--- src/design/fsc_map.vh ---
// command codes, status bit positions and bus timing for the flash sequencer host
`ifndef FSC_MAP_VH
`define FSC_MAP_VH
// command codes written on the low data byte
`define FSC_CMD_ERASE_SETUP 8'h20
`define FSC_CMD_ERASE_CONFIRM 8'hD0
`define FSC_CMD_WRITE_SETUP 8'h40
`define FSC_CMD_LOCK_SETUP 8'h60
`define FSC_CMD_LOCK_BLOCK 8'h01
`define FSC_CMD_LOCK_PERM 8'hF1
`define FSC_CMD_READ_ARRAY 8'hFF
// user operation codes
`define FSC_OP_ERASE 3'h0
`define FSC_OP_WRITE 3'h1
`define FSC_OP_LOCK_BLOCK 3'h2
`define FSC_OP_LOCK_PERM 3'h3
`define FSC_OP_CLR_STATUS 3'h4
`define FSC_OP_READ_ARRAY 3'h5
`define FSC_OP_POLL 3'h6
`define FSC_OP_ARRAY_READ 3'h7
// status word bit positions
`define FSC_SR_READY 7
`define FSC_SR_ERASE_PAUSED 6
`define FSC_SR_ERASE_ERR 5
`define FSC_SR_PROG_ERR 4
`define FSC_SR_SUPPLY_LOW 3
`define FSC_SR_PROG_PAUSED 2
`define FSC_SR_PROTECT 1
`define FSC_SR_RSVD 0
`define FSC_SR_ERR_MASK 8'h3A
`define FSC_SR_VALID_MASK 8'hFE
// bus timing in ns and derived 40 ns cycles, least times rounded up
`define FSC_CLK_NS 40
`define FSC_TWP_NS 50
`define FSC_TWPH_NS 20
`define FSC_TACC_NS 120
// counts sized to the 4-bit cycle counter so nothing is cut silently
`define FSC_TWP_CYC 4'h2
`define FSC_TWPH_CYC 4'h1
`define FSC_TACC_CYC 4'h3
`endif

--- src/design/fsc_host.v ---
// host-side command sequencer and status poller for a word-wide flash device
`timescale 1ns/100ps
`include "fsc_map.vh"
// Operation
// - host masks reserved status bit 0 out of every comparison
// - host ignores status bits 6..0 while bit 7 reads 0
// - host reads no lock states: no identifier read, and none from the status word
// - erase is 20H then D0H in block, then status reads
// - word write is 40H then data word, then status reads
// - lock set is 60H then 01H for block or F1H permanent
// - host writes FFH to return device to array-read mode
// - host issues clear-status after any error before retrying
// - host detects completion via ready/busy pin and status bit 7
// - host may check errors once after a series of operations
module fsc_host #(
  parameter [7:0] CLR_STATUS_CODE = 8'h50
) (
  // clock and reset
  input wire mclk_in,
  input wire srst_in,
  // user command port
  input wire cmd_valid_in,
  input wire [2:0] cmd_op_in,
  input wire [18:0] cmd_addr_in,
  input wire [15:0] cmd_data_in,
  input wire powerdown_in,
  output reg cmd_ready_out,
  output reg done_out,
  output reg refused_out,
  output reg error_out,
  output reg [7:0] status_out,
  output reg [15:0] read_data_out,
  // flash device pins
  output reg [18:0] flash_addr_out,
  output reg [15:0] flash_dq_out,
  output reg flash_dq_oe_n_out,
  input wire [15:0] flash_dq_in,
  output reg flash_ce_n_out,
  output reg flash_oe_n_out,
  output reg flash_we_n_out,
  output reg reset_powerdown_out,
  input wire ready_busy_in
);

  // ----------------------------------------
  // states and helpers
  // ----------------------------------------
  localparam [6:0] S_IDLE = 7'h01;
  localparam [6:0] S_WSET = 7'h02;
  localparam [6:0] S_WLOW = 7'h04;
  localparam [6:0] S_WHIGH = 7'h08;
  localparam [6:0] S_RDWAIT = 7'h10;
  localparam [6:0] S_RDGAP = 7'h20;
  localparam [6:0] S_DONE = 7'h40;
  localparam [3:0] TWP_CYC = `FSC_TWP_CYC;
  localparam [3:0] TWPH_CYC = `FSC_TWPH_CYC;
  localparam [3:0] TACC_CYC = `FSC_TACC_CYC;

  // first command byte for each operation
  function [7:0] fsc_first_code;
    input [2:0] op;
    begin
      case (op)
        `FSC_OP_ERASE: fsc_first_code = `FSC_CMD_ERASE_SETUP;
        `FSC_OP_WRITE: fsc_first_code = `FSC_CMD_WRITE_SETUP;
        `FSC_OP_LOCK_BLOCK: fsc_first_code = `FSC_CMD_LOCK_SETUP;
        `FSC_OP_LOCK_PERM: fsc_first_code = `FSC_CMD_LOCK_SETUP;
        `FSC_OP_CLR_STATUS: fsc_first_code = CLR_STATUS_CODE;
        default: fsc_first_code = `FSC_CMD_READ_ARRAY;
      endcase
    end
  endfunction

  // confirm byte; word write confirm carries the data word itself
  function [15:0] fsc_second_word;
    input [2:0] op;
    input [15:0] data;
    begin
      case (op)
        `FSC_OP_ERASE: fsc_second_word = {8'h00, `FSC_CMD_ERASE_CONFIRM};
        `FSC_OP_WRITE: fsc_second_word = data;
        `FSC_OP_LOCK_BLOCK: fsc_second_word = {8'h00, `FSC_CMD_LOCK_BLOCK};
        default: fsc_second_word = {8'h00, `FSC_CMD_LOCK_PERM};
      endcase
    end
  endfunction

  // true for erase, write and lock: two writes then status polling
  function fsc_is_engine_op;
    input [2:0] op;
    begin
      fsc_is_engine_op = (op == `FSC_OP_ERASE) || (op == `FSC_OP_WRITE) ||
        (op == `FSC_OP_LOCK_BLOCK) || (op == `FSC_OP_LOCK_PERM);
    end
  endfunction

  // ----------------------------------------
  // state registers
  // ----------------------------------------
  reg [6:0] state_ff;
  reg [2:0] op_ff;
  reg [15:0] second_ff;
  reg second_pending_ff;
  reg [3:0] cnt_ff;
  reg err_hold_ff;
  reg refuse_ff;
  wire [7:0] sr_seen;
  wire engine_op;
  wire needs_clear;

  // reserved bit forced to zero so masked and raw compares agree
  assign sr_seen = flash_dq_in[7:0] & `FSC_SR_VALID_MASK;
  assign engine_op = fsc_is_engine_op(cmd_op_in);
  // after an error only clear-status, polling and reads are taken
  assign needs_clear = err_hold_ff && fsc_is_engine_op(cmd_op_in);

  // ----------------------------------------
  // sequencer
  // ----------------------------------------
  always @(posedge mclk_in) begin
    if (srst_in) begin
      state_ff <= S_IDLE;
      op_ff <= 3'h0;
      second_ff <= 16'h0000;
      second_pending_ff <= 1'b0;
      cnt_ff <= 4'h0;
      err_hold_ff <= 1'b0;
      refuse_ff <= 1'b0;
      cmd_ready_out <= 1'b0;
      done_out <= 1'b0;
      refused_out <= 1'b0;
      error_out <= 1'b0;
      status_out <= 8'h00;
      read_data_out <= 16'h0000;
      flash_addr_out <= 19'h00000;
      flash_dq_out <= 16'h0000;
      flash_dq_oe_n_out <= 1'b1;
      flash_ce_n_out <= 1'b1;
      flash_oe_n_out <= 1'b1;
      flash_we_n_out <= 1'b1;
      reset_powerdown_out <= 1'b0;
    end else begin
      done_out <= 1'b0;
      refused_out <= 1'b0;
      case (state_ff)
        S_IDLE: begin
          flash_ce_n_out <= 1'b1;
          flash_oe_n_out <= 1'b1;
          flash_we_n_out <= 1'b1;
          flash_dq_oe_n_out <= 1'b1;
          reset_powerdown_out <= ~powerdown_in;
          cmd_ready_out <= ~powerdown_in;
          if (powerdown_in) begin
            // reset pin low wipes the device status word, mirror it
            status_out <= 8'h00;
            err_hold_ff <= 1'b0;
          end
          if (cmd_valid_in && cmd_ready_out && !powerdown_in) begin
            cmd_ready_out <= 1'b0;
            op_ff <= cmd_op_in;
            flash_addr_out <= cmd_addr_in;
            second_ff <= fsc_second_word(cmd_op_in, cmd_data_in);
            second_pending_ff <= engine_op;
            if (needs_clear) begin
              // refusal is shown together with done so one strobe carries both
              refuse_ff <= 1'b1;
              state_ff <= S_DONE;
            end else if (cmd_op_in == `FSC_OP_POLL ||
                         cmd_op_in == `FSC_OP_ARRAY_READ) begin
              cnt_ff <= 4'h0;
              state_ff <= S_RDGAP;
            end else begin
              flash_dq_out <= {8'h00, fsc_first_code(cmd_op_in)};
              state_ff <= S_WSET;
            end
          end
        end
        S_WSET: begin
          // data and address settle before the write strobe falls
          flash_ce_n_out <= 1'b0;
          flash_dq_oe_n_out <= 1'b0;
          cnt_ff <= 4'h0;
          state_ff <= S_WLOW;
        end
        S_WLOW: begin
          flash_we_n_out <= 1'b0;
          cnt_ff <= cnt_ff + 4'h1;
          if (cnt_ff == TWP_CYC) begin
            flash_we_n_out <= 1'b1;
            cnt_ff <= 4'h0;
            state_ff <= S_WHIGH;
          end
        end
        S_WHIGH: begin
          // data held past the rising strobe, then bus released unless a second word follows
          cnt_ff <= cnt_ff + 4'h1;
          if (cnt_ff == TWPH_CYC) begin
            cnt_ff <= 4'h0;
            flash_ce_n_out <= 1'b1;
            if (second_pending_ff) begin
              second_pending_ff <= 1'b0;
              flash_dq_out <= second_ff;
              state_ff <= S_WSET;
            end else if (fsc_is_engine_op(op_ff)) begin
              flash_dq_oe_n_out <= 1'b1;
              state_ff <= S_RDGAP;
            end else begin
              flash_dq_oe_n_out <= 1'b1;
              if (op_ff == `FSC_OP_CLR_STATUS) begin
                err_hold_ff <= 1'b0;
                status_out <= 8'h00;
              end
              state_ff <= S_DONE;
            end
          end
        end
        S_RDGAP: begin
          flash_ce_n_out <= 1'b1;
          flash_oe_n_out <= 1'b1;
          cnt_ff <= 4'h0;
          // status reads pointless while the busy pin is still low
          if (ready_busy_in || op_ff == `FSC_OP_ARRAY_READ) begin
            flash_ce_n_out <= 1'b0;
            flash_oe_n_out <= 1'b0;
            state_ff <= S_RDWAIT;
          end
        end
        S_RDWAIT: begin
          cnt_ff <= cnt_ff + 4'h1;
          if (cnt_ff == TACC_CYC) begin
            flash_ce_n_out <= 1'b1;
            flash_oe_n_out <= 1'b1;
            if (op_ff == `FSC_OP_ARRAY_READ) begin
              read_data_out <= flash_dq_in;
              state_ff <= S_DONE;
            end else if (sr_seen[`FSC_SR_READY]) begin
              // lower bits only trusted once ready, errors accumulate
              status_out <= sr_seen;
              // protect bit is only an abort flag, lock states are never read from it
              if ((sr_seen & `FSC_SR_ERR_MASK) != 8'h00) begin
                err_hold_ff <= 1'b1;
              end
              state_ff <= S_DONE;
            end else begin
              state_ff <= S_RDGAP;
            end
          end
        end
        S_DONE: begin
          // sticky device bits make one check after a series enough
          done_out <= 1'b1;
          refused_out <= refuse_ff;
          refuse_ff <= 1'b0;
          error_out <= err_hold_ff |
            ((status_out & `FSC_SR_ERR_MASK) != 8'h00);
          state_ff <= S_IDLE;
        end
        default: begin
          state_ff <= S_IDLE;
        end
      endcase
    end
  end

endmodule

--- config.mk ---
export PLATFORM = sky130hd
export DESIGN_NAME = fsc_host
export DESIGN_NICKNAME = d
export VERILOG_FILES = /design/src/design/fsc_host.v
export VERILOG_INCLUDE_DIRS = /design/src /design/src/design
export SDC_FILE = /design/constraint.sdc
export NUM_CORES = 1
export LEC_CHECK = 0
export BUFFER_PORTS_ARGS = -buffer_cell sky130_fd_sc_hd__buf_2
export CAP_MARGIN = 0
export CORE_AREA = 10 10 103 105
export CTS_CLUSTER_DIAMETER = 120
export CTS_CLUSTER_SIZE = 16
export DETAILED_ROUTE_END_ITERATION = 12
export DIE_AREA = 0 0 113 115
export PLACE_DENSITY = 0.85
export SYNTH_ARGS = -nofsm -noshare
export SYNTH_HDL_FRONTEND = slang
export SYNTH_SLANG_ARGS = --single-unit
export TNS_END_PERCENT = 20
--- constraint.sdc ---
create_clock -name mclk_in -period 2.6 [get_ports mclk_in]
set_input_delay 0.26 -clock mclk_in [delete_from_list [all_inputs] [get_ports mclk_in]]
set_output_delay 0.26 -clock mclk_in [all_outputs]
set_load 0.01 [all_outputs]
# Word level (Yosys, flattened, before mapping)
# Index checks and enable logic that the tools add are counted.
[word_totals]
input_bits = 59
ff_bits = 101
[op_classes]
addsub = 1
bitwise_logic = 3
reduce_logical = 39
n_mux = 63
eq_ne = 38
[ops]
columns = ["operator", "n"]
rows = [
  ["two-way mux 16 bit", 5],
  ["two-way mux 7 bit", 10],
  ["two-way mux 8 bit", 8],
  ["one-hot mux 16 bit (3 select lines)", 1],
  ["one-hot mux 7 bit (6 select lines)", 1],
  ["inequality test 2 bit, second input constant", 17],
  ["one-hot mux 16 bit (2 select lines)", 1],
  ["one-hot mux 8 bit (4 select lines)", 1],
  ["one-hot mux 8 bit (3 select lines)", 1],
  ["two-way mux 1 bit", 21],
  ["two-way mux 4 bit", 5],
  ["one-hot mux 4 bit (5 select lines)", 1],
  ["nonzero test 8 bit", 2],
  ["== test 3 bit, second input constant", 5],
  ["AND reduction 3 bit", 5],
  ["== test 3 x 2 -> 1 bit, second input constant", 4],
  ["AND reduction 10 bit", 1],
  ["nonzero test 5 bit", 2],
  ["one-hot mux 1 bit (3 select lines)", 3],
  ["AND reduction 9 bit", 1],
  ["nonzero test 3 bit", 3],
  ["== test 4 x 2 -> 1 bit, second input constant", 2],
  ["logical OR 1 bit", 8],
  ["== test 7 x 1 -> 1 bit, second input constant", 1],
  ["other kinds (23)", 35],
]

# Longest topological paths before layout
[logic_depth]
ltp_word = 8
mapped_depth = 8
depth_no_buf = 7

# Least setup slack after synthesis
# Ideal clock, no wire load.
[synth_timing]
path_kind = "register to register"
from = "register state_ff[5]"
to = "register read_data_out[10]"
path_buffers = 2
t_arrival_ps = 1812
required_ps = 2472
slack_ps = 660
setup_time_ps = 128
path_stages_with_launch = 8
path_cell_list = "dfxtp_1 clkbuf_1 nor4b_1 and2_1 nand4_2 buf_2 mux2i_1 nor2_1"
[synth_between]
elab_chain_cells = 2
[synth_rtl]
columns = ["item", "line", "source"]
rows = [
  ["start, declared", "fsc_host.v:100", "reg [6:0] state_ff;"],
  ["start signal, assigned", "fsc_host.v:122", "state_ff <= S_IDLE;"],
  ["start signal, assigned", "fsc_host.v:167", "state_ff <= S_DONE;"],
  ["start signal, assigned", "fsc_host.v:171", "state_ff <= S_RDGAP;"],
  ["== test 7 x 5 -> 1 bit", "fsc_host.v:145", "case (state_ff)"],
  ["AND reduction 3 bit (no line)", "n/a", ""],
  ["end signal, assigned", "fsc_host.v:234", "read_data_out <= flash_dq_in;"],
  ["end, declared", "fsc_host.v:32", "output reg [15:0] read_data_out,"],
]
# No other way between the ends.
# A chain may end at the register's enable or synchronous reset.

# Worst setup path in the final report
[layout_timing]
from = "register state_ff[0]"
to = "register second_ff[7]"
[layout_between]
elab_chain_cells = 2
[layout_rtl]
columns = ["item", "line", "source"]
rows = [
  ["== test 7 x 1 -> 1 bit", "fsc_host.v:145", ""],
  ["AND reduction 2 bit (no line)", "n/a", ""],
  ["end signal, assigned", "fsc_host.v:162", "second_ff <= fsc_second_word(cmd_op_in, cmd_data_in);"],
  ["end, declared", "fsc_host.v:102", "reg [15:0] second_ff;"],
]
# No other way between the ends.

==> impl_results.md <==
- Outcome: finished clean
- Clock buffer depth: 2
- Vias/cell: 5.47
- Row cnt: 34
- Antenna-violating nets left: 0
- Relative slew margins: 0.433
- Final Non-Filler Cells: 725
- # diodes: 0
- # IOs: 127
- Hold_sp: cmd_addr_in[11]
- Netlist cell types: 60
- Vias: 3969
- Clk Latency, worst-skew pair: 350 ps
- Lkg Pwr: 2.23 nW
- Root Driver: clkbuf_8
- Worst hold stages: 3
- Core region area: 8550 um2
- Post-route minimum period: 2320 ps
- Worst setup SP type: register
- Peak VDD IR: 0.360 mV
- CTS buffer count: 9
- Setup CP Type: register to register
- Synth area leader: dfxtp_1
- Reg2reg setup slack: 280 ps
- Clk_skew: 12.2 ps
- Die Ht: 115 um
- Clock-pin slew on the worst setup and hold paths: 100 ps
- Drt drc: 0
- Pin count of the biggest net entering global routing: 53
- Commonest cells in the netlist: dfxtp_1 (100), nand2_1 (78), a21oi_1 (52), nor2_1 (46), nand3_1 (32)
- FF-to-FF End: second_ff[7]
- Top cell type's share of synthesized area: 0.473
- Final Hold Viols: 0
- Gate Count Post-Synth: 500
- Initial antenna violation count: 0
- NumNets Final: 674
- Grt ovf: 0
- Hold crit path type: input pin to register
- Placed Cells: 709
- Final wirelength: 11.5 mm
- CTS tree: yes
- R2R Path Start: state_ff[0]
- Die ar.: 13000 um2
- Critical path data arrival time: 2560 ps
- Worst hold endpoint: flash_addr_out[11]
- R2R cell count: 5
- Setup violators final: 0
- GRT Overall Usage: 0.171
- Slowest stage delay, CP: 540 ps
- Footprint of the multi-input gates: 2050 um2
- Post-cts resize count: 0
- Global-route wire length before repair: 18.8 mm
- Max-Cap Viols: 0
- Ys flop type: dfxtp_1
- PortBufs: 125
- Critical path's slowest cell: or4b_4
- 1st-iter DRT viols: 233
- Gpl congestion: 0.856
- Fillers: 749
- Setup TNS: 0 ps
- Syn avg cell area: 8.47 um2
- Worst-path cell chain: or4b_4 > nor2_1 > nand2_1 > a2111oi_0 > nor3_1
- Synthesis Warnings: 0
- Asr flop ratio synth: 0
- Hpwl dp: 8.71 mm
- H-Tree Depth: 3
- Critical Path Sink Type: register
- Synth top area cells: dfxtp_1 (47%), nand2_1 (6.9%), a21oi_1 (6.1%)
- Worst-path maximum fanout: 12
- Share of cells above drive strength 1: 0.266
- Post-synthesis instance area: 4240 um2
- Post-CTS setup buffer count: 0
- WL/cell: 15.8 um
- Syn_nets: 562
- EDFF count, synth: 0
- Post-CTS Hold Fix Bufs: 0
- Synth-to-Final Area Change: 20.8%
- Final hold slack: 133 ps
- 1st-pass router iterations: 4
- CTS sink count: 100
- RSZ-0062 raised after global routing: no
- Slew @ Worst Pin: 850 ps
- Die Width: 113 um
- Most frequent cell after synthesis: dfxtp_1
- CP required: 2830 ps
- Initial Utilization: 0.495
- Seq cells post-synth: 100
- Register area share after synthesis: 0.473
- PwrDens: 644 nW/um2
- FMAX: 430 MHz
- Vias in the first global route: 3951
- Fin crit share: 0.894
- Sequential cell area: 2000 um2
- Max-slew violations: 0
[worst max-delay path, delay by kind of cell (launching register included)]
family           cells  cell delay, ps
flip-flops           1             480
AND/OR/NAND/NOR      4            1230
AO/OA/AOI/OAI        1             490
[cell usage in the layout, fill, tap and decap left out, types with 3 or more instances in the layout]
cell	synthesis	routed
inv_1	5	5
a211o_1	3	3
a2111oi_0	5	5
buf_4	2	13
nor2b_1	6	6
nand3b_1	8	8
nand3_1	32	32
ha_1	3	3
nand4_1	3	3
clkbuf_8	0	10
mux2i_1	22	22
a22oi_1	3	3
or3_1	4	4
buf_2	6	125
nor2_1	46	46
and2_1	5	5
dfxtp_1	100	100
nand2b_1	9	9
nor3b_1	3	3
o21ai_0	7	7
nand2_1	78	78
a211oi_1	8	8
a21oi_1	52	52
nor3_1	18	18
[sequential cells by signal, summed over array words and instances (netlist names), 3 cells and up]
name	count
flash_addr_out	19
flash_dq_out	16
read_data_out	16
second_ff	16
state_ff	7
status_out	7
cnt_ff	4
op_ff	3
[layout make-up]
class,count,share of cell area
multi-input combinational,358,0.401
sequential,100,0.391
timing repair buffer,138,0.141
clock buffer,11,0.0276
tap,108,0.0264
clock inverter,5,0.00856
inverter,5,0.00367
[worst max-delay path by stage]
stage	start	to	slack [ps]	cells after the start
CTS	state_ff[0]	second_ff[7]	300	5
global route	state_ff[0]	second_ff[0]	110	5
finish	state_ff[0]	second_ff[7]	280	5
floorplan	state_ff[5]	read_data_out[10]	660	7
detailed placement	state_ff[0]	second_ff[7]	310	5
global placement	state_ff[0]	second_ff[0]	440	5
[routing by layer]
metal / track usage / vias to the layer above / share of wire
met1: 0.195 / 1831 / 0.41
met2: 0.295 / 151 / 0.49
met3: 0.0563 / 20 / 0.076
met5: 0 / - / 0
met4: 0.0550 / 0 / 0.021
li1: - / 1967 / -
[where the power goes]
| part | switching [mW] | internal, mW |
|---|---|---|
| Combinational | 0.425 | 0.268 |
| Clock | 0.556 | 0.389 |
| Sequential | 0.0563 | 1.60 |
[cells by family (layout without fill, tap and decap cells)]
logic type | Yosys count | after routing | synth area share
AO/OA/AOI/OAI | 97 | 97 | 0.144
buffers and inverters | 42 | 159 | 0.0425
XOR/XNOR | 4 | 4 | 0.00827
other | 1 | 1 | 0.000885
multiplexers | 23 | 23 | 0.0547
AND/OR/NAND/NOR | 230 | 230 | 0.268
flip-flops | 100 | 100 | 0.473
adder cells (fa/ha/maj) | 3 | 3 | 0.00886
[per-stage QoR]
stage / power, mW / area, um2 / setup WS (ps) / utilization
6_report: 3.29 / 5120 / 276 / 0.598
5_1_grt: 3.47 / 5120 / 107 / 0.598
4_1_cts: 3.31 / 5120 / 298 / 0.598
3_5_place_dp: 2.38 / 4930 / 310 / 0.577
3_3_place_gp: 2.36 / 4930 / 444 / 0.577
2_1_floorplan: 2.16 / 4240 / 660 / -
Note: power is estimated with default switching activity, not from simulation.
